===== src/logic/fma_pkg.sv =====
package fma_pkg;

    // ------------------------------------------------------------
    // register indices (byte address is four times the index)
    // ------------------------------------------------------------
    localparam logic [7:0] IDX_INTERRUPT_CONTROL = 8'h0b;
    localparam logic [7:0] IDX_PERIPH_IRQ_FLAGS = 8'h0c;
    localparam logic [7:0] IDX_SERIAL_DATA_BUFFER = 8'h13;
    localparam logic [7:0] IDX_SERIAL_PORT_CONTROL = 8'h14;
    localparam logic [7:0] IDX_PORT_C_DIRECTION = 8'h87;
    localparam logic [7:0] IDX_PERIPH_IRQ_ENABLES = 8'h8c;
    localparam logic [7:0] IDX_SLAVE_ADDRESS = 8'h93;
    localparam logic [7:0] IDX_SERIAL_PORT_STATUS = 8'h94;

    localparam int ADDR_W = 12;
    localparam int IDX_LSB = 2;

    // ------------------------------------------------------------
    // reset values
    // ------------------------------------------------------------
    localparam logic [7:0] RST_ZERO = 8'h00;
    localparam logic [7:0] RST_DIRECTION = 8'hff;

    // ------------------------------------------------------------
    // field positions
    // ------------------------------------------------------------
    localparam int GIE_BIT = 7;
    localparam int PEIE_BIT = 6;
    localparam int SERIAL_IRQ_BIT = 3;
    localparam int SCL_DIR_BIT = 3;
    localparam int SDA_DIR_BIT = 4;
    localparam int STAT_SW_LSB = 6;
    localparam logic [7:0] STAT_SW_MASK = 8'hc0;

    // ------------------------------------------------------------
    // port mode encodings (I2C family)
    // ------------------------------------------------------------
    localparam logic [3:0] MODE_SLAVE7 = 4'h6;
    localparam logic [3:0] MODE_SLAVE10 = 4'h7;
    localparam logic [3:0] MODE_SLAVE_IDLE = 4'hb;
    localparam logic [3:0] MODE_SLAVE7_SS = 4'he;
    localparam logic [3:0] MODE_SLAVE10_SS = 4'hf;

    // ------------------------------------------------------------
    // bit counting and bus answers
    // ------------------------------------------------------------
    localparam logic [3:0] BITS_PER_BYTE = 4'h8;
    localparam logic [3:0] ACK_SLOT = 4'h9;
    localparam logic [1:0] RESP_OKAY = 2'h0;
    localparam logic [1:0] RESP_SLVERR = 2'h2;

    typedef struct packed {
        logic wcol;
        logic overflow;
        logic enable;
        logic ckp;
        logic [3:0] port_mode_select;
    } fma_ctrl_t;

    typedef struct packed {
        logic sample_phase_bit;
        logic clock_edge_sel;
        logic data_not_addr;
        logic stop_seen;
        logic start_seen;
        logic read_not_write;
        logic update_addr;
        logic buffer_full;
    } fma_stat_t;

    typedef enum logic [1:0] {
        FMA_IDLE = 2'b00,
        FMA_ADDR = 2'b01,
        FMA_DATA = 2'b10
    } fma_state_t;

endpackage : fma_pkg


===== src/logic/fma_i2c_assist.sv =====
// Our own choice: the AXI4-Lite register port.
`timescale 1ns/100ps
`default_nettype none

module fma_i2c_assist
    import fma_pkg::*;
(
    input wire logic ref_clk_i,
    input wire logic resetn_i,
    input wire logic [ADDR_W-1:0] s_axi_awaddr_i,
    input wire logic s_axi_awvalid_i,
    output logic s_axi_awready_o,
    input wire logic [31:0] s_axi_wdata_i,
    input wire logic [3:0] s_axi_wstrb_i,
    input wire logic s_axi_wvalid_i,
    output logic s_axi_wready_o,
    output logic [1:0] s_axi_bresp_o,
    output logic s_axi_bvalid_o,
    input wire logic s_axi_bready_i,
    input wire logic [ADDR_W-1:0] s_axi_araddr_i,
    input wire logic s_axi_arvalid_i,
    output logic s_axi_arready_o,
    output logic [31:0] s_axi_rdata_o,
    output logic [1:0] s_axi_rresp_o,
    output logic s_axi_rvalid_o,
    input wire logic s_axi_rready_i,
    input wire logic scl_i,
    output logic scl_o,
    output logic scl_oe_n_o,
    input wire logic sda_i,
    output logic sda_o,
    output logic sda_oe_n_o,
    output logic serial_irq_o
);

    // ------------------------------------------------------------
    // reset release
    // ------------------------------------------------------------
    logic rst_meta_r;
    logic rst_n_r;

    always_ff @(posedge ref_clk_i or negedge resetn_i) begin
        if (!resetn_i) begin
            rst_meta_r <= 1'b0;
            rst_n_r <= 1'b0;
        end else begin
            rst_meta_r <= 1'b1;
            rst_n_r <= rst_meta_r;
        end
    end

    // ------------------------------------------------------------
    // line synchronisers and edge detection
    // ------------------------------------------------------------
    logic [1:0] scl_meta_r, sda_meta_r;
    logic scl_prev_r, sda_prev_r;

    always_ff @(posedge ref_clk_i or negedge rst_n_r) begin
        if (!rst_n_r) begin
            scl_meta_r <= 2'b11;
            sda_meta_r <= 2'b11;
            scl_prev_r <= 1'b1;
            sda_prev_r <= 1'b1;
        end else begin
            scl_meta_r <= {scl_meta_r[0], scl_i};
            sda_meta_r <= {sda_meta_r[0], sda_i};
            scl_prev_r <= scl_meta_r[1];
            sda_prev_r <= sda_meta_r[1];
        end
    end

    logic scl_s, sda_s, scl_rise, scl_fall, start_ev, stop_ev;
    assign scl_s = scl_meta_r[1];
    assign sda_s = sda_meta_r[1];
    assign scl_rise = scl_s & ~scl_prev_r;
    assign scl_fall = ~scl_s & scl_prev_r;
    assign start_ev = scl_s & scl_prev_r & sda_prev_r & ~sda_s;
    assign stop_ev = scl_s & scl_prev_r & ~sda_prev_r & sda_s;

    // ------------------------------------------------------------
    // register state
    // ------------------------------------------------------------
    logic [7:0] interrupt_control_r, interrupt_control_nxt, peripheral_irq_flags_one_r, peripheral_irq_flags_one_nxt, peripheral_irq_enables_one_r, peripheral_irq_enables_one_nxt;
    logic [7:0] buf_r, buf_nxt, dir_r, dir_nxt, sadd_r, sadd_nxt;
    logic [7:0] shift_r, shift_nxt;
    fma_ctrl_t ctrl_r, ctrl_nxt;
    fma_stat_t stat_r, stat_nxt;
    fma_state_t state_r, state_nxt;
    logic [3:0] cnt_r, cnt_nxt;
    logic ack_r, ack_nxt, addressed_r, addressed_nxt;

    logic wr_go, rd_go;
    logic [7:0] wr_idx, rd_idx, wr_byte;
    logic i2c_mode, slave_on, byte_done, addr_match;

    assign wr_idx = s_axi_awaddr_i[IDX_LSB +: 8];
    assign rd_idx = s_axi_araddr_i[IDX_LSB +: 8];
    assign wr_byte = s_axi_wdata_i[7:0];
    assign wr_go = s_axi_awvalid_i & s_axi_wvalid_i & ~s_axi_bvalid_o
        & s_axi_wstrb_i[0];
    assign rd_go = s_axi_arvalid_i & ~s_axi_rvalid_o;

    // master assist works in slave-idle or beside an active slave
    assign slave_on = ctrl_r.port_mode_select == MODE_SLAVE7
        || ctrl_r.port_mode_select == MODE_SLAVE10
        || ctrl_r.port_mode_select == MODE_SLAVE7_SS
        || ctrl_r.port_mode_select == MODE_SLAVE10_SS;
    assign i2c_mode = ctrl_r.enable
        & (slave_on | ctrl_r.port_mode_select == MODE_SLAVE_IDLE);
    assign byte_done = scl_fall & (cnt_r == ACK_SLOT);
    assign addr_match = shift_r[7:1] == sadd_r[7:1];

    always_comb begin
        interrupt_control_nxt = interrupt_control_r;
        peripheral_irq_flags_one_nxt = peripheral_irq_flags_one_r;
        peripheral_irq_enables_one_nxt = peripheral_irq_enables_one_r;
        buf_nxt = buf_r;
        dir_nxt = dir_r;
        sadd_nxt = sadd_r;
        ctrl_nxt = ctrl_r;
        stat_nxt = stat_r;
        shift_nxt = shift_r;
        state_nxt = state_r;
        cnt_nxt = cnt_r;
        ack_nxt = ack_r;
        addressed_nxt = addressed_r;
        // software writes first, so hardware events below win
        if (wr_go) begin
            case (wr_idx)
                IDX_INTERRUPT_CONTROL: interrupt_control_nxt = wr_byte;
                IDX_PERIPH_IRQ_FLAGS: peripheral_irq_flags_one_nxt = wr_byte;
                IDX_PERIPH_IRQ_ENABLES: peripheral_irq_enables_one_nxt = wr_byte;
                IDX_SERIAL_DATA_BUFFER: buf_nxt = wr_byte;
                IDX_PORT_C_DIRECTION: dir_nxt = wr_byte;
                IDX_SLAVE_ADDRESS: sadd_nxt = wr_byte;
                IDX_SERIAL_PORT_CONTROL: ctrl_nxt = fma_ctrl_t'(wr_byte);
                IDX_SERIAL_PORT_STATUS: begin
                    stat_nxt.sample_phase_bit = wr_byte[STAT_SW_LSB + 1];
                    stat_nxt.clock_edge_sel = wr_byte[STAT_SW_LSB];
                end
                default: begin
                end
            endcase
        end
        if (rd_go && rd_idx == IDX_SERIAL_DATA_BUFFER) begin
            stat_nxt.buffer_full = 1'b0;
        end
        // bit and byte tracking
        if (scl_rise && cnt_r < BITS_PER_BYTE) begin
            shift_nxt = {shift_r[6:0], sda_s};
        end
        if (scl_rise && state_r != FMA_IDLE) begin
            cnt_nxt = cnt_r + 4'h1;
        end
        if (scl_fall && cnt_r == BITS_PER_BYTE) begin
            // slave keeps listening even if own master lost the bus
            if (state_r == FMA_ADDR) begin
                ack_nxt = slave_on & addr_match & ~stat_r.buffer_full
                    & ~ctrl_r.overflow;
                addressed_nxt = slave_on & addr_match;
            end else begin
                ack_nxt = addressed_r & ~stat_r.read_not_write
                    & ~stat_r.buffer_full & ~ctrl_r.overflow;
            end
        end
        if (byte_done) begin
            ack_nxt = 1'b0;
            cnt_nxt = 4'h0;
            peripheral_irq_flags_one_nxt[SERIAL_IRQ_BIT] = 1'b1;
            if (stat_r.buffer_full || ctrl_r.overflow) begin
                ctrl_nxt.overflow = 1'b1;
            end else if (state_r == FMA_DATA || addressed_r) begin
                buf_nxt = shift_r;
                stat_nxt.buffer_full = 1'b1;
            end
            if (state_r == FMA_ADDR && addressed_r) begin
                stat_nxt.read_not_write = shift_r[0];
            end
            stat_nxt.data_not_addr = state_r == FMA_DATA;
            state_nxt = FMA_DATA;
        end
        // latest bus condition wins; stop frees the bus
        if (start_ev) begin
            stat_nxt.start_seen = 1'b1;
            stat_nxt.stop_seen = 1'b0;
            peripheral_irq_flags_one_nxt[SERIAL_IRQ_BIT] = 1'b1;
            state_nxt = FMA_ADDR;
            cnt_nxt = 4'h0;
            ack_nxt = 1'b0;
            addressed_nxt = 1'b0;
        end
        if (stop_ev) begin
            stat_nxt.stop_seen = 1'b1;
            stat_nxt.start_seen = 1'b0;
            peripheral_irq_flags_one_nxt[SERIAL_IRQ_BIT] = 1'b1;
            state_nxt = FMA_IDLE;
            cnt_nxt = 4'h0;
            ack_nxt = 1'b0;
            addressed_nxt = 1'b0;
        end
        if (!ctrl_nxt.enable) begin
            stat_nxt.start_seen = 1'b0;
            stat_nxt.stop_seen = 1'b0;
            state_nxt = FMA_IDLE;
            cnt_nxt = 4'h0;
            ack_nxt = 1'b0;
            addressed_nxt = 1'b0;
        end
    end

    always_ff @(posedge ref_clk_i or negedge rst_n_r) begin
        if (!rst_n_r) begin
            interrupt_control_r <= RST_ZERO;
            peripheral_irq_flags_one_r <= RST_ZERO;
            peripheral_irq_enables_one_r <= RST_ZERO;
            buf_r <= RST_ZERO;
            dir_r <= RST_DIRECTION;
            sadd_r <= RST_ZERO;
            ctrl_r <= fma_ctrl_t'(RST_ZERO);
            stat_r <= fma_stat_t'(RST_ZERO);
            shift_r <= RST_ZERO;
            state_r <= FMA_IDLE;
            cnt_r <= 4'h0;
            ack_r <= 1'b0;
            addressed_r <= 1'b0;
        end else begin
            interrupt_control_r <= interrupt_control_nxt;
            peripheral_irq_flags_one_r <= peripheral_irq_flags_one_nxt;
            peripheral_irq_enables_one_r <= peripheral_irq_enables_one_nxt;
            buf_r <= buf_nxt;
            dir_r <= dir_nxt;
            sadd_r <= sadd_nxt;
            ctrl_r <= ctrl_nxt;
            stat_r <= stat_nxt;
            shift_r <= shift_nxt;
            state_r <= state_nxt;
            cnt_r <= cnt_nxt;
            ack_r <= ack_nxt;
            addressed_r <= addressed_nxt;
        end
    end

    // ------------------------------------------------------------
    // line drive and interrupt
    // ------------------------------------------------------------
    assign scl_o = 1'b0;
    assign sda_o = 1'b0;
    assign scl_oe_n_o = ~(i2c_mode & ~dir_r[SCL_DIR_BIT]);
    assign sda_oe_n_o = ~(i2c_mode & (~dir_r[SDA_DIR_BIT] | ack_r));
    assign serial_irq_o = interrupt_control_r[GIE_BIT] & interrupt_control_r[PEIE_BIT]
        & peripheral_irq_enables_one_r[SERIAL_IRQ_BIT] & peripheral_irq_flags_one_r[SERIAL_IRQ_BIT];

    // ------------------------------------------------------------
    // bus answers
    // ------------------------------------------------------------
    logic bvalid_r, bvalid_nxt, rvalid_r, rvalid_nxt;
    logic [1:0] bresp_r, bresp_nxt, rresp_r, rresp_nxt;
    logic [7:0] rdata_r, rdata_nxt;

    always_comb begin
        bvalid_nxt = bvalid_r & ~s_axi_bready_i;
        bresp_nxt = bresp_r;
        rvalid_nxt = rvalid_r & ~s_axi_rready_i;
        rresp_nxt = rresp_r;
        rdata_nxt = rdata_r;
        if (s_axi_awvalid_i && s_axi_wvalid_i && !bvalid_r) begin
            bvalid_nxt = 1'b1;
            case (wr_idx)
                IDX_INTERRUPT_CONTROL, IDX_PERIPH_IRQ_FLAGS,
                IDX_PERIPH_IRQ_ENABLES, IDX_SERIAL_DATA_BUFFER,
                IDX_PORT_C_DIRECTION, IDX_SLAVE_ADDRESS,
                IDX_SERIAL_PORT_CONTROL,
                IDX_SERIAL_PORT_STATUS: bresp_nxt = RESP_OKAY;
                default: bresp_nxt = RESP_SLVERR;
            endcase
        end
        if (rd_go) begin
            rvalid_nxt = 1'b1;
            rresp_nxt = RESP_OKAY;
            case (rd_idx)
                IDX_INTERRUPT_CONTROL: rdata_nxt = interrupt_control_r;
                IDX_PERIPH_IRQ_FLAGS: rdata_nxt = peripheral_irq_flags_one_r;
                IDX_PERIPH_IRQ_ENABLES: rdata_nxt = peripheral_irq_enables_one_r;
                IDX_SERIAL_DATA_BUFFER: rdata_nxt = buf_r;
                IDX_PORT_C_DIRECTION: rdata_nxt = dir_r;
                IDX_SLAVE_ADDRESS: rdata_nxt = sadd_r;
                IDX_SERIAL_PORT_CONTROL: rdata_nxt = ctrl_r;
                IDX_SERIAL_PORT_STATUS: rdata_nxt = stat_r;
                default: begin
                    rdata_nxt = RST_ZERO;
                    rresp_nxt = RESP_SLVERR;
                end
            endcase
        end
    end

    always_ff @(posedge ref_clk_i or negedge rst_n_r) begin
        if (!rst_n_r) begin
            bvalid_r <= 1'b0;
            bresp_r <= RESP_OKAY;
            rvalid_r <= 1'b0;
            rresp_r <= RESP_OKAY;
            rdata_r <= RST_ZERO;
        end else begin
            bvalid_r <= bvalid_nxt;
            bresp_r <= bresp_nxt;
            rvalid_r <= rvalid_nxt;
            rresp_r <= rresp_nxt;
            rdata_r <= rdata_nxt;
        end
    end

    assign s_axi_awready_o = s_axi_awvalid_i & s_axi_wvalid_i & ~bvalid_r;
    assign s_axi_wready_o = s_axi_awready_o;
    assign s_axi_bvalid_o = bvalid_r;
    assign s_axi_bresp_o = bresp_r;
    assign s_axi_arready_o = ~rvalid_r;
    assign s_axi_rvalid_o = rvalid_r;
    assign s_axi_rresp_o = rresp_r;
    assign s_axi_rdata_o = {24'h000000, rdata_r};

endmodule : fma_i2c_assist

`default_nettype wire


===== config.mk =====
export PLATFORM = sky130hd
export DESIGN_NAME = fma_i2c_assist
export DESIGN_NICKNAME = d
export VERILOG_FILES = /design/src/logic/fma_pkg.sv /design/src/logic/fma_i2c_assist.sv
export SDC_FILE = /design/constraint.sdc
export NUM_CORES = 1
export LEC_CHECK = 0
export BUFFER_PORTS_ARGS = -buffer_cell sky130_fd_sc_hd__buf_2
export CAP_MARGIN = 20
export CORE_MARGIN = 10
export CORE_UTILIZATION = 40
export DETAILED_ROUTE_END_ITERATION = 8
export GPL_TIMING_DRIVEN = 0
export PLACE_DENSITY = 0.7
export SETUP_SLACK_MARGIN = 0.3
export SLEW_MARGIN = 20
export SYNTH_ARGS = -nofsm -noshare
export SYNTH_HDL_FRONTEND = slang
export SYNTH_SLANG_ARGS = --single-unit

===== constraint.sdc =====
create_clock -name ref_clk_i -period 2.75 [get_ports ref_clk_i]
set_input_delay 0.275 -clock ref_clk_i [delete_from_list [all_inputs] [get_ports ref_clk_i]]
set_output_delay 0.275 -clock ref_clk_i [all_outputs]
set_load 0.01 [all_outputs]

==> out/metrics.yaml, run 1 <==
path_cells: "and4bb_2 > nand2_2 > or4_1 > buf_2 > buf_6 > nor2_1 > a21oi_1"
grt_max_degree: 53
synth.yosys.seq_area_share_pct: 50.33
drc: 0
grt_pass1_vias: 3853
yosysTopAreaCellShare_pct: 42.91
cts_resized: 0
drt_first_pass_iters: 5
crit_start: "scl_prev_r"
worst-path-buf-inv: 2
worst_ep_arrival_time_ns: 2.28
finalClockSkew_ns: 0.007850
fillerInstances: 1110
ys_ff_latch: 99
cp.required_ns: 2.99
rsz0062_at_grt: "false"
final_util_pct: 48.71
drive_gt1_share_pct: 30.31
finalWorstSetupSlack_ns: 0.7068
slew_headroom_pct: 45.31
powerDensity_nw_per_um2: 575.7
power_frac_comb_pct: 11.6
setup.worst_path.end_class: "flop"
synth_area_per_cell_um2: 11.14
post-route-min-period_ns: 2.043
ys_types: 61
numCtsBuffers: 9
r2r_setup_slack_ns: 0.71
ant_nets: 0
dpl.hpwl_mm: 9.150
rows: 40
antenna_found_initial: 0
io_pins: 115
holdCritPathClass: "input port to flop"
p_clk_share_pct: 39.2
crit_type: "flop to flop"
p_switching_w: 0.0008437
r2r_cells: 7
cts-root-buf: "clkbuf_16"
yosysTopAreaCell: "dfrtp_1"
gp_congestion: 0.8578
synthCells: 445
path_max_fanout: 10
drt_iter0_drc: 308
clock_path_buffers: 2
power.static_leakage_nw: 2.667
crit_cells: 7
die_height_um: 131.3
n_antenna_cell: 0
clk_pin_slew_worst_paths_ns: 0.06
hold_ws_ns: 0.01828
wl_per_cell_um: 16.99
clock_sinks: 99
vdd_drop_max_uv: 461.1
holdCritStartpoint: "sda_i"
min_period_over_period_pct: 74.30
synth_ff_type: "dfrtp_1"
coreArea_um2: 12060
die-area_um2: 17250
drt_wl_total_mm: 12.05
grt_overflow: 0
worst_pin_slew_ns: 0.8173
finalSetupViolCount: 0
vias: 3662
fmax_mhz: 489.4
p_total_w: 0.003383
r2r_start: "scl_prev_r"
cpPeakStageDelay_ns: 0.56
fin_nets: 608
crit_path_end: "buf_r[2]"
cap_violations: 0
tritoncts: "done"
grt_usage_pct: 14.01
h-tree-depth: 3
syn2layout_area_growth_pct: 18.53
drv_slew: 0
finalHoldViolCount: 0
initial_core_util_pct: 41.10
yosysWarnings: 0
outcome: "complete, no violations"
clk_latency_ns: 0.35
die_x_um: 131.3
pre_cts_slack_ns: 0.6916
cpMaxStageDelayCell: "dfstp_2"
port_buffers: 51
p_int_w: 0.002539
grt_pass1_wl_mm: 20.03
synth-edff-count: 0
r2r-end: "buf_r[2]"
netSwitchingFraction_pct: 24.94
tns_ns: 0
netlist_area_um2: 4957
cpLargestDelayFamily: "simple AND/OR/NAND/NOR gates"
startpoint_type: "flop"
synthArstFlopShare_pct: 100.0
viasPerCell: 5.165
pwr-share-seq_pct: 49.2
synth_area_leaders: "dfrtp_1 (43%), mux2_2 (9.3%), dfstp_2 (7.4%)"
-- cell families after synthesis --
logic type | share of synthesized area (%)
and+or+nand+nor | 13.45
DFF | 50.33
AOI/OAI and AO/OA | 10.78
muxes | 16.36
buffers and inverters | 6.234
xor gates and xnor gates | 1.943
adders and majority gates | 0.7573
other | 0.1515
-- worst min-delay path by stage --
stage	endpoint	slack [ns]	depth (start not counted)
after global routing	scl_meta_r[0]	0.009	1
after CTS	scl_meta_r[0]	0.01	1
after floorplan	rst_meta_r	-0.02	0
after detailed placement	rst_meta_r	0.06	1
after global placement	rst_meta_r	0.06	1
final	sda_meta_r[0]	0.02	1
-- layout make-up --
cell class	count	area [um2]	area share, %
sequential	99	2499	42.53
multi-input combinational	323	2255	38.37
timing repair buffer	53	292.8	4.983
buffer	42	279.0	4.749
clock buffer	11	232.7	3.961
tap	168	210.2	3.578
clock inverter	5	77.57	1.320
inverter	8	30.03	0.5111
-- registers in the layout (all words and copies together), names as in the netlist, 2 cells and up --
| signal | count |
|---|---|
| cnt_r | 4 |
| stat_r | 7 |
| sadd_r | 8 |
| peripheral_irq_enables_one_r | 8 |
| sda_meta_r | 2 |
| state_r | 2 |
| buf_r | 8 |
| ctrl_r | 8 |
| rdata_r | 8 |
| interrupt_control_r | 8 |
| dir_r | 8 |
| peripheral_irq_flags_one_r | 8 |
| shift_r | 8 |
| scl_meta_r | 2 |
-- per-layer routing --
| layer | global-route usage, % | vias to the layer above | part of all wire, % |
|---|---|---|---|
| met5 | 0 | - | 0 |
| met4 | 5.501 | 0 | 2.3 |
| met3 | 4.383 | 20 | 7.3 |
| met2 | 21.53 | 125 | 46 |
| met1 | 17.96 | 1794 | 44 |
| li1 | - | 1723 | - |
-- power groups by stage --
stage	Combinational, W	Sequential [W]	Clock (W)
floorplan	0.000228	0.00168	0
global placement	0.000362	0.00170	0
detailed placement	0.000389	0.00169	0
CTS	0.000392	0.00166	0.00135
global route	0.000436	0.00168	0.00140
finish	0.000392	0.00166	0.00133
-- synth_stat cells, types with 2 or more instances --
| cell | n |
|---|---|
| buf_2 | 4 |
| ha_1 | 3 |
| or4_1 | 3 |
| buf_4 | 29 |
| a21oi_1 | 24 |
| inv_1 | 8 |
| dfrtp_1 | 85 |
| and4b_1 | 3 |
| clkbuf_1 | 6 |
| buf_1 | 2 |
| nand2_1 | 26 |
| a22oi_1 | 15 |
| mux2_2 | 41 |
| nor2b_1 | 6 |
| dfstp_2 | 14 |
| a221oi_1 | 7 |
| and4_1 | 2 |
| nor3b_1 | 2 |
| mux2_1 | 15 |
| o21a_1 | 2 |
| and2_1 | 3 |
| or3b_1 | 2 |
| nand3_1 | 7 |
| a31oi_1 | 2 |
| xnor2_1 | 7 |
| xor2_1 | 4 |
| nor3_1 | 3 |
| a21o_1 | 2 |
| conb_1 | 2 |
| and3b_1 | 2 |
| o21ai_0 | 14 |
| nand4_1 | 3 |
| nor2_1 | 45 |
| mux2i_1 | 18 |
| o22ai_1 | 8 |
-- per-stage QoR --
stage,area [um2],std cells
floorplan,5060,472
global placement,5525,691
detailed placement,5555,692
CTS,5876,709
global route,5876,709
finish,5876,709
-- layout by cell type, fill, tap and decap left out, types with 6 or more instances in the layout --
| cell | Yosys | routed |
|---|---|---|
| nand2_1 | 26 | 26 |
| nand3_1 | 7 | 7 |
| clkbuf_1 | 6 | 8 |
| buf_2 | 4 | 55 |
| o22ai_1 | 8 | 8 |
| nor2b_1 | 6 | 6 |
| mux2_2 | 41 | 41 |
| conb_1 | 2 | 29 |
| clkbuf_16 | 0 | 9 |
| dfstp_2 | 14 | 14 |
| dfrtp_1 | 85 | 84 |
| inv_1 | 8 | 8 |
| a21oi_1 | 24 | 24 |
| xnor2_1 | 7 | 7 |
| mux2i_1 | 18 | 18 |
| nor2_1 | 45 | 45 |
| a221oi_1 | 7 | 7 |
| a22oi_1 | 15 | 15 |
| o21ai_0 | 14 | 14 |
| mux2_1 | 15 | 15 |
| buf_4 | 29 | 29 |
-- timing repair --
action | in CTS | in global routing
hold buffers | 1 | 0
endpoints found under the setup margin | 0 | 0
setup buffers | 0 | 0
hold endpoints to repair | 2 | 0
Power figures use the tool's default switching activity.
==> run 2: changes to the inputs <==
--- a/config.mk
+++ b/config.mk
@@ -11,7 +11,7 @@
 export CORE_UTILIZATION = 40
 export DETAILED_ROUTE_END_ITERATION = 8
 export GPL_TIMING_DRIVEN = 0
-export PLACE_DENSITY = 0.7
+export PLACE_DENSITY = 0.67
 export SETUP_SLACK_MARGIN = 0.3
 export SLEW_MARGIN = 20
 export SYNTH_ARGS = -nofsm -noshare
==> constraint.sdc (replaced) <==
create_clock -name ref_clk_i -period 2.1 [get_ports ref_clk_i]
set_input_delay 0.21 -clock ref_clk_i [delete_from_list [all_inputs] [get_ports ref_clk_i]]
set_output_delay 0.21 -clock ref_clk_i [all_outputs]
set_load 0.01 [all_outputs]
==> run 2 against run 1 <==
- via count is 2.7% higher
- highest routed layer unchanged
- critical endpoint unchanged
- setup slack worse by 0.43 ns
- register-to-register slack worse by 0.43 ns
- utilization is 2.0 points higher
- sequential power is 31% higher
==> out/metrics.yaml, run 2 (synthesized netlist as in run 1, its figures left out) <==
cap_violations: 0
mostFrequentLayoutCells: "dfrtp_1 (84), buf_2 (53), nor2_1 (41), mux2_2 (41), buf_4 (39)"
worst_pin_slew_ns: 0.7148
rsz0062_at_grt: "true"
grt_overflow: 0
vias: 3761
fmax_mhz: 549.1
path_max_fanout: 9
crit_type: "flop to flop"
clock_sinks: 99
startpoint_type: "flop"
drt_iter0_drc: 235
cpLargestDelayFamily: "simple AND/OR/NAND/NOR gates"
die-area_um2: 17250
powerDensity_nw_per_um2: 739.8
fin_nets: 622
grt_pass1_vias: 3807
cpMaxStageDelayCell: "dfstp_2"
vdd_drop_max_uv: 466.1
h-tree-depth: 3
power.static_leakage_nw: 2.801
drc: 0
worst_ep_arrival_time_ns: 2.06
outcome: "complete, no violations"
drive_gt1_share_pct: 35.50
final_common_cell: "dfrtp_1"
n_antenna_cell: 0
wl_per_cell_um: 16.97
dpl.hpwl_mm: 8.982
rows: 40
ant_nets: 0
coreArea_um2: 12060
holdCritPathClass: "input port to flop"
clk_pin_slew_worst_paths_ns: 0.07
tritoncts: "done"
die_height_um: 131.3
grt_max_degree: 55
syn2layout_area_growth_pct: 23.27
grt_pass1_wl_mm: 20.06
finalHoldViolCount: 0
drt_wl_total_mm: 12.27
finalSetupViolCount: 0
min_period_over_period_pct: 86.73
cpPeakStageDelay_ns: 0.54
path_cells: "and4bb_2 > nand2_4 > or4_4 > buf_6 > buf_6 > nor2_2 > a21oi_1"
cp.required_ns: 2.34
numCtsBuffers: 9
port_buffers: 51
drt_first_pass_iters: 4
initial_core_util_pct: 41.10
worst-path-buf-inv: 2
post-route-min-period_ns: 1.821
slew_headroom_pct: 52.35
finalClockSkew_ns: 0.005033
io_pins: 115
setup.worst_path.end_class: "flop"
viasPerCell: 5.202
dp_cells: 692
antenna_found_initial: 0
die_x_um: 131.3
grt_usage_pct: 14.10
clk_latency_ns: 0.35
final_util_pct: 50.66
clock_path_buffers: 2
cts-root-buf: "clkbuf_16"
stdcell_count: 723
gp_congestion: 0.8593
cp_common_cell: "buf_6"
drv_slew: 0
## run 2: worst reg2reg max path, stage by stage, from the launching register on
cell and delay (ns):
dfstp_2 0.54, and4bb_2 0.29, nand2_4 0.06, or4_4 0.42
buf_6 0.15, buf_6 0.13, nor2_2 0.07, a21oi_1 0.05
## run 2: per-layer routing
| layer | GRT usage [%] | up-vias | share of wire [%] |
|---|---|---|---|
| met4 | 3.894 | 0 | 1.1 |
| met3 | 4.459 | 12 | 6.9 |
| met1 | 18.75 | 1864 | 45 |
| met2 | 21.59 | 126 | 47 |
| li1 | - | 1759 | - |
| met5 | 0 | - | 0 |
## run 2: worst paths after layout
kind	start	end	slack, ns	cells past startpoint
setup reg to reg	scl_prev_r	buf_r[2]	0.28	7
hold / removal	s_axi_rready_i	s_axi_rvalid_o	0.04	2
hold reg to reg	rst_meta_r	rst_n_r	0.35	0
setup / recovery	scl_prev_r	buf_r[2]	0.28	7
max in group asynchronous	rst_n_r	dir_r[6]	0.96	1
min in group asynchronous	resetn_i	rst_meta_r	0.16	2
## run 2: cell type report
type,count,area [um2]
timing repair buffer,67,405.4
fill,1109,5951
inverter,8,30.03
multi-input combinational,323,2350
clock buffer,9,225.2
clock inverter,7,91.34
sequential,99,2499
tap,168,210.2
buffer,42,300.3
## run 2: per-stage QoR
step	cell area, um2	setup TNS (ns)	power [W]	setup slack, ns	hold slack (ns)
after floorplan	5066	0	0.002500	0.2742	-0.08559
after global placement	5532	-8.137	0.002690	-0.1020	-0.003595
after detailed placement	5554	0	0.002717	0.02703	-0.001270
after CTS	6036	0	0.004521	0.2738	0.04118
after global routing	6111	0	0.004687	0.1889	0.05909
final	6111	0	0.004521	0.2787	0.04073
## run 2: power breakdown
group | internal, W | total [W] | switching (W)
Clock | 0.00104 | 0.00179 | 0.000750
Combinational | 0.000273 | 0.000557 | 0.000285
Sequential | 0.00204 | 0.00217 | 0.000134
## run 2: timing repair
action	CTS	global route
buffers inserted	7	4
endpoints found under the hold margin	4	0
pin swaps	7	1
gates cloned	1	0
hold buffers	3	0
setup endpoints to repair	49	52
gates resized for setup	17	11
==> run 3: changes to the inputs <==
--- a/config.mk
+++ b/config.mk
@@ -6,12 +6,12 @@
 export NUM_CORES = 1
 export LEC_CHECK = 0
 export BUFFER_PORTS_ARGS = -buffer_cell sky130_fd_sc_hd__buf_2
-export CAP_MARGIN = 20
+export CAP_MARGIN = 25
 export CORE_MARGIN = 10
-export CORE_UTILIZATION = 40
+export CORE_UTILIZATION = 25
 export DETAILED_ROUTE_END_ITERATION = 8
 export GPL_TIMING_DRIVEN = 0
-export PLACE_DENSITY = 0.67
+export PLACE_DENSITY = 0.48
 export SETUP_SLACK_MARGIN = 0.3
 export SLEW_MARGIN = 20
 export SYNTH_ARGS = -nofsm -noshare
==> run 3 against run 2 <==
- clock-buffer cell count up 3
- non-clock buffer count up 3
- fmax down 1.8%
- clock power up 9%
- highest routed layer unchanged
==> out/metrics.yaml, run 3 (synthesized netlist as in run 1, its figures left out) <==
drive_gt1_share_pct: 37.28
die_x_um: 160.8
slew_headroom_pct: 53.24
clock_path_buffers: 2
gp_congestion: 0.7852
crit_type: "flop to flop"
finalClockSkew_ns: 0.01333
antenna_found_initial: 0
setup.worst_path.end_class: "flop"
final_common_cell: "dfrtp_1"
numCtsBuffers: 9
drt_first_pass_iters: 4
worst_ep_arrival_time_ns: 2.14
grt_max_degree: 54
die-area_um2: 25860
syn2layout_area_growth_pct: 28.67
ant_nets: 0
n_antenna_cell: 0
vdd_drop_max_uv: 415.5
worst_pin_slew_ns: 0.7014
dr_wl_met2_mm: 6.150
grt_pass1_vias: 3891
clk_pin_slew_worst_paths_ns: 0.08
wl_per_cell_um: 16.91
grt_overflow: 0
viasPerCell: 4.533
stdcell_count: 823
path_cells: "xnor2_2 > nand3_1 > or4_4 > or4_4 > a21oi_2"
cpPeakStageDelay_ns: 0.51
io_pins: 115
cap_violations: 0
clock_sinks: 99
drt_iter0_drc: 194
tns_ns: 0
dpl.hpwl_mm: 10.17
rows: 51
min_period_over_period_pct: 88.31
cp.required_ns: 2.39
mostFrequentLayoutCells: "dfrtp_1 (81), buf_2 (52), mux2_2 (41)"
finalHoldViolCount: 0
cp_common_cell: "or4_4"
vias: 3731
drv_slew: 0
drt_wl_total_mm: 13.92
cpLargestDelayFamily: "simple AND/OR/NAND/NOR gates"
met1_length_mm: 6.819
holdCritPathClass: "input port to flop"
drc: 0
cpMaxStageDelayCell: "or4_4"
powerDensity_nw_per_um2: 747.8
cts-root-buf: "clkbuf_16"
worst-path-buf-inv: 0
coreArea_um2: 19460
grt_usage_pct: 11.01
fmax_mhz: 539.2
tritoncts: "done"
route.met3.wl_um: 755
power.static_leakage_nw: 2.861
h-tree-depth: 3
grt_pass1_wl_mm: 22.53
clk_latency_ns: 0.36
finalSetupViolCount: 0
highest_layer: "met4"
port_buffers: 51
die_height_um: 160.8
fin_nets: 625
rsz0062_at_grt: "true"
post-route-min-period_ns: 1.854
path_max_fanout: 3
startpoint_type: "flop"
outcome: "complete, no violations"
dp_cells: 789
initial_core_util_pct: 25.47
==> run 3: stage by stage <==
step	cell area, um2	setup slack (ns)	total power (W)	utilization, %	hold slack (ns)
final	6379	0.2455	0.004770	32.77	0.03069
after global placement	5653	-0.2286	0.002732	29.05	-0.004159
after detailed placement	5683	0.02080	0.002753	29.20	-0.0006909
after global routing	6379	0.2156	0.004988	32.77	0.03834
after floorplan	5066	0.2742	0.002500	-	-0.08559
after CTS	6235	0.2676	0.004821	32.03	0.01460
==> run 3: worst paths after layout <==
check                          startpoint        endpoint  slack, ns  depth (start not counted)
setup reg to reg                sadd_r[1]           ack_r       0.25                          5
min in group asynchronous        resetn_i         rst_n_r       0.16                          2
setup / recovery                sadd_r[1]           ack_r       0.25                          5
hold / removal             s_axi_rready_i  s_axi_rvalid_o       0.03                          2
max in group asynchronous         rst_n_r      sda_prev_r       1.00                          1
hold reg to reg                   rst_n_r  s_axi_rvalid_o       0.36                          0
==> run 3: routing by layer <==
layer / vias up / global-route usage (%)
met5: - / 0
met4: 0 / 3.184
met3: 13 / 3.783
met2: 95 / 16.29
met1: 1849 / 14.84
li1: 1774 / -
==> run 3: area by class of cell <==
class / count / area (um2)
flip-flops and latches: 99 / 2502
multi-input cells: 323 / 2376
clock buffers: 12 / 246.5
repair buffers: 70 / 485.5
inverters: 8 / 30.03
clock inverters: 4 / 98.84
fillers: 2003 / 13080
plain buffers: 42 / 307.8
well taps: 265 / 331.6
==> run 3: power breakdown <==
part / total [W] / internal [W] / switching, W / leakage, nW
Clock: 0.00195 / 0.00120 / 0.000744 / 0.167
Sequential: 0.00219 / 0.00204 / 0.000146 / 1.23
Combinational: 0.000638 / 0.000308 / 0.000330 / 1.46
==> run 3: timing repair <==
action                                  4_1_cts  5_1_grt
hold buffers                                  3        0
resized for setup                            24       16
cloned                                        0        2
buffers inserted                             10        3
endpoints found under the setup margin       47       52
hold endpoints to repair                      4        0
pin swaps                                     5        4
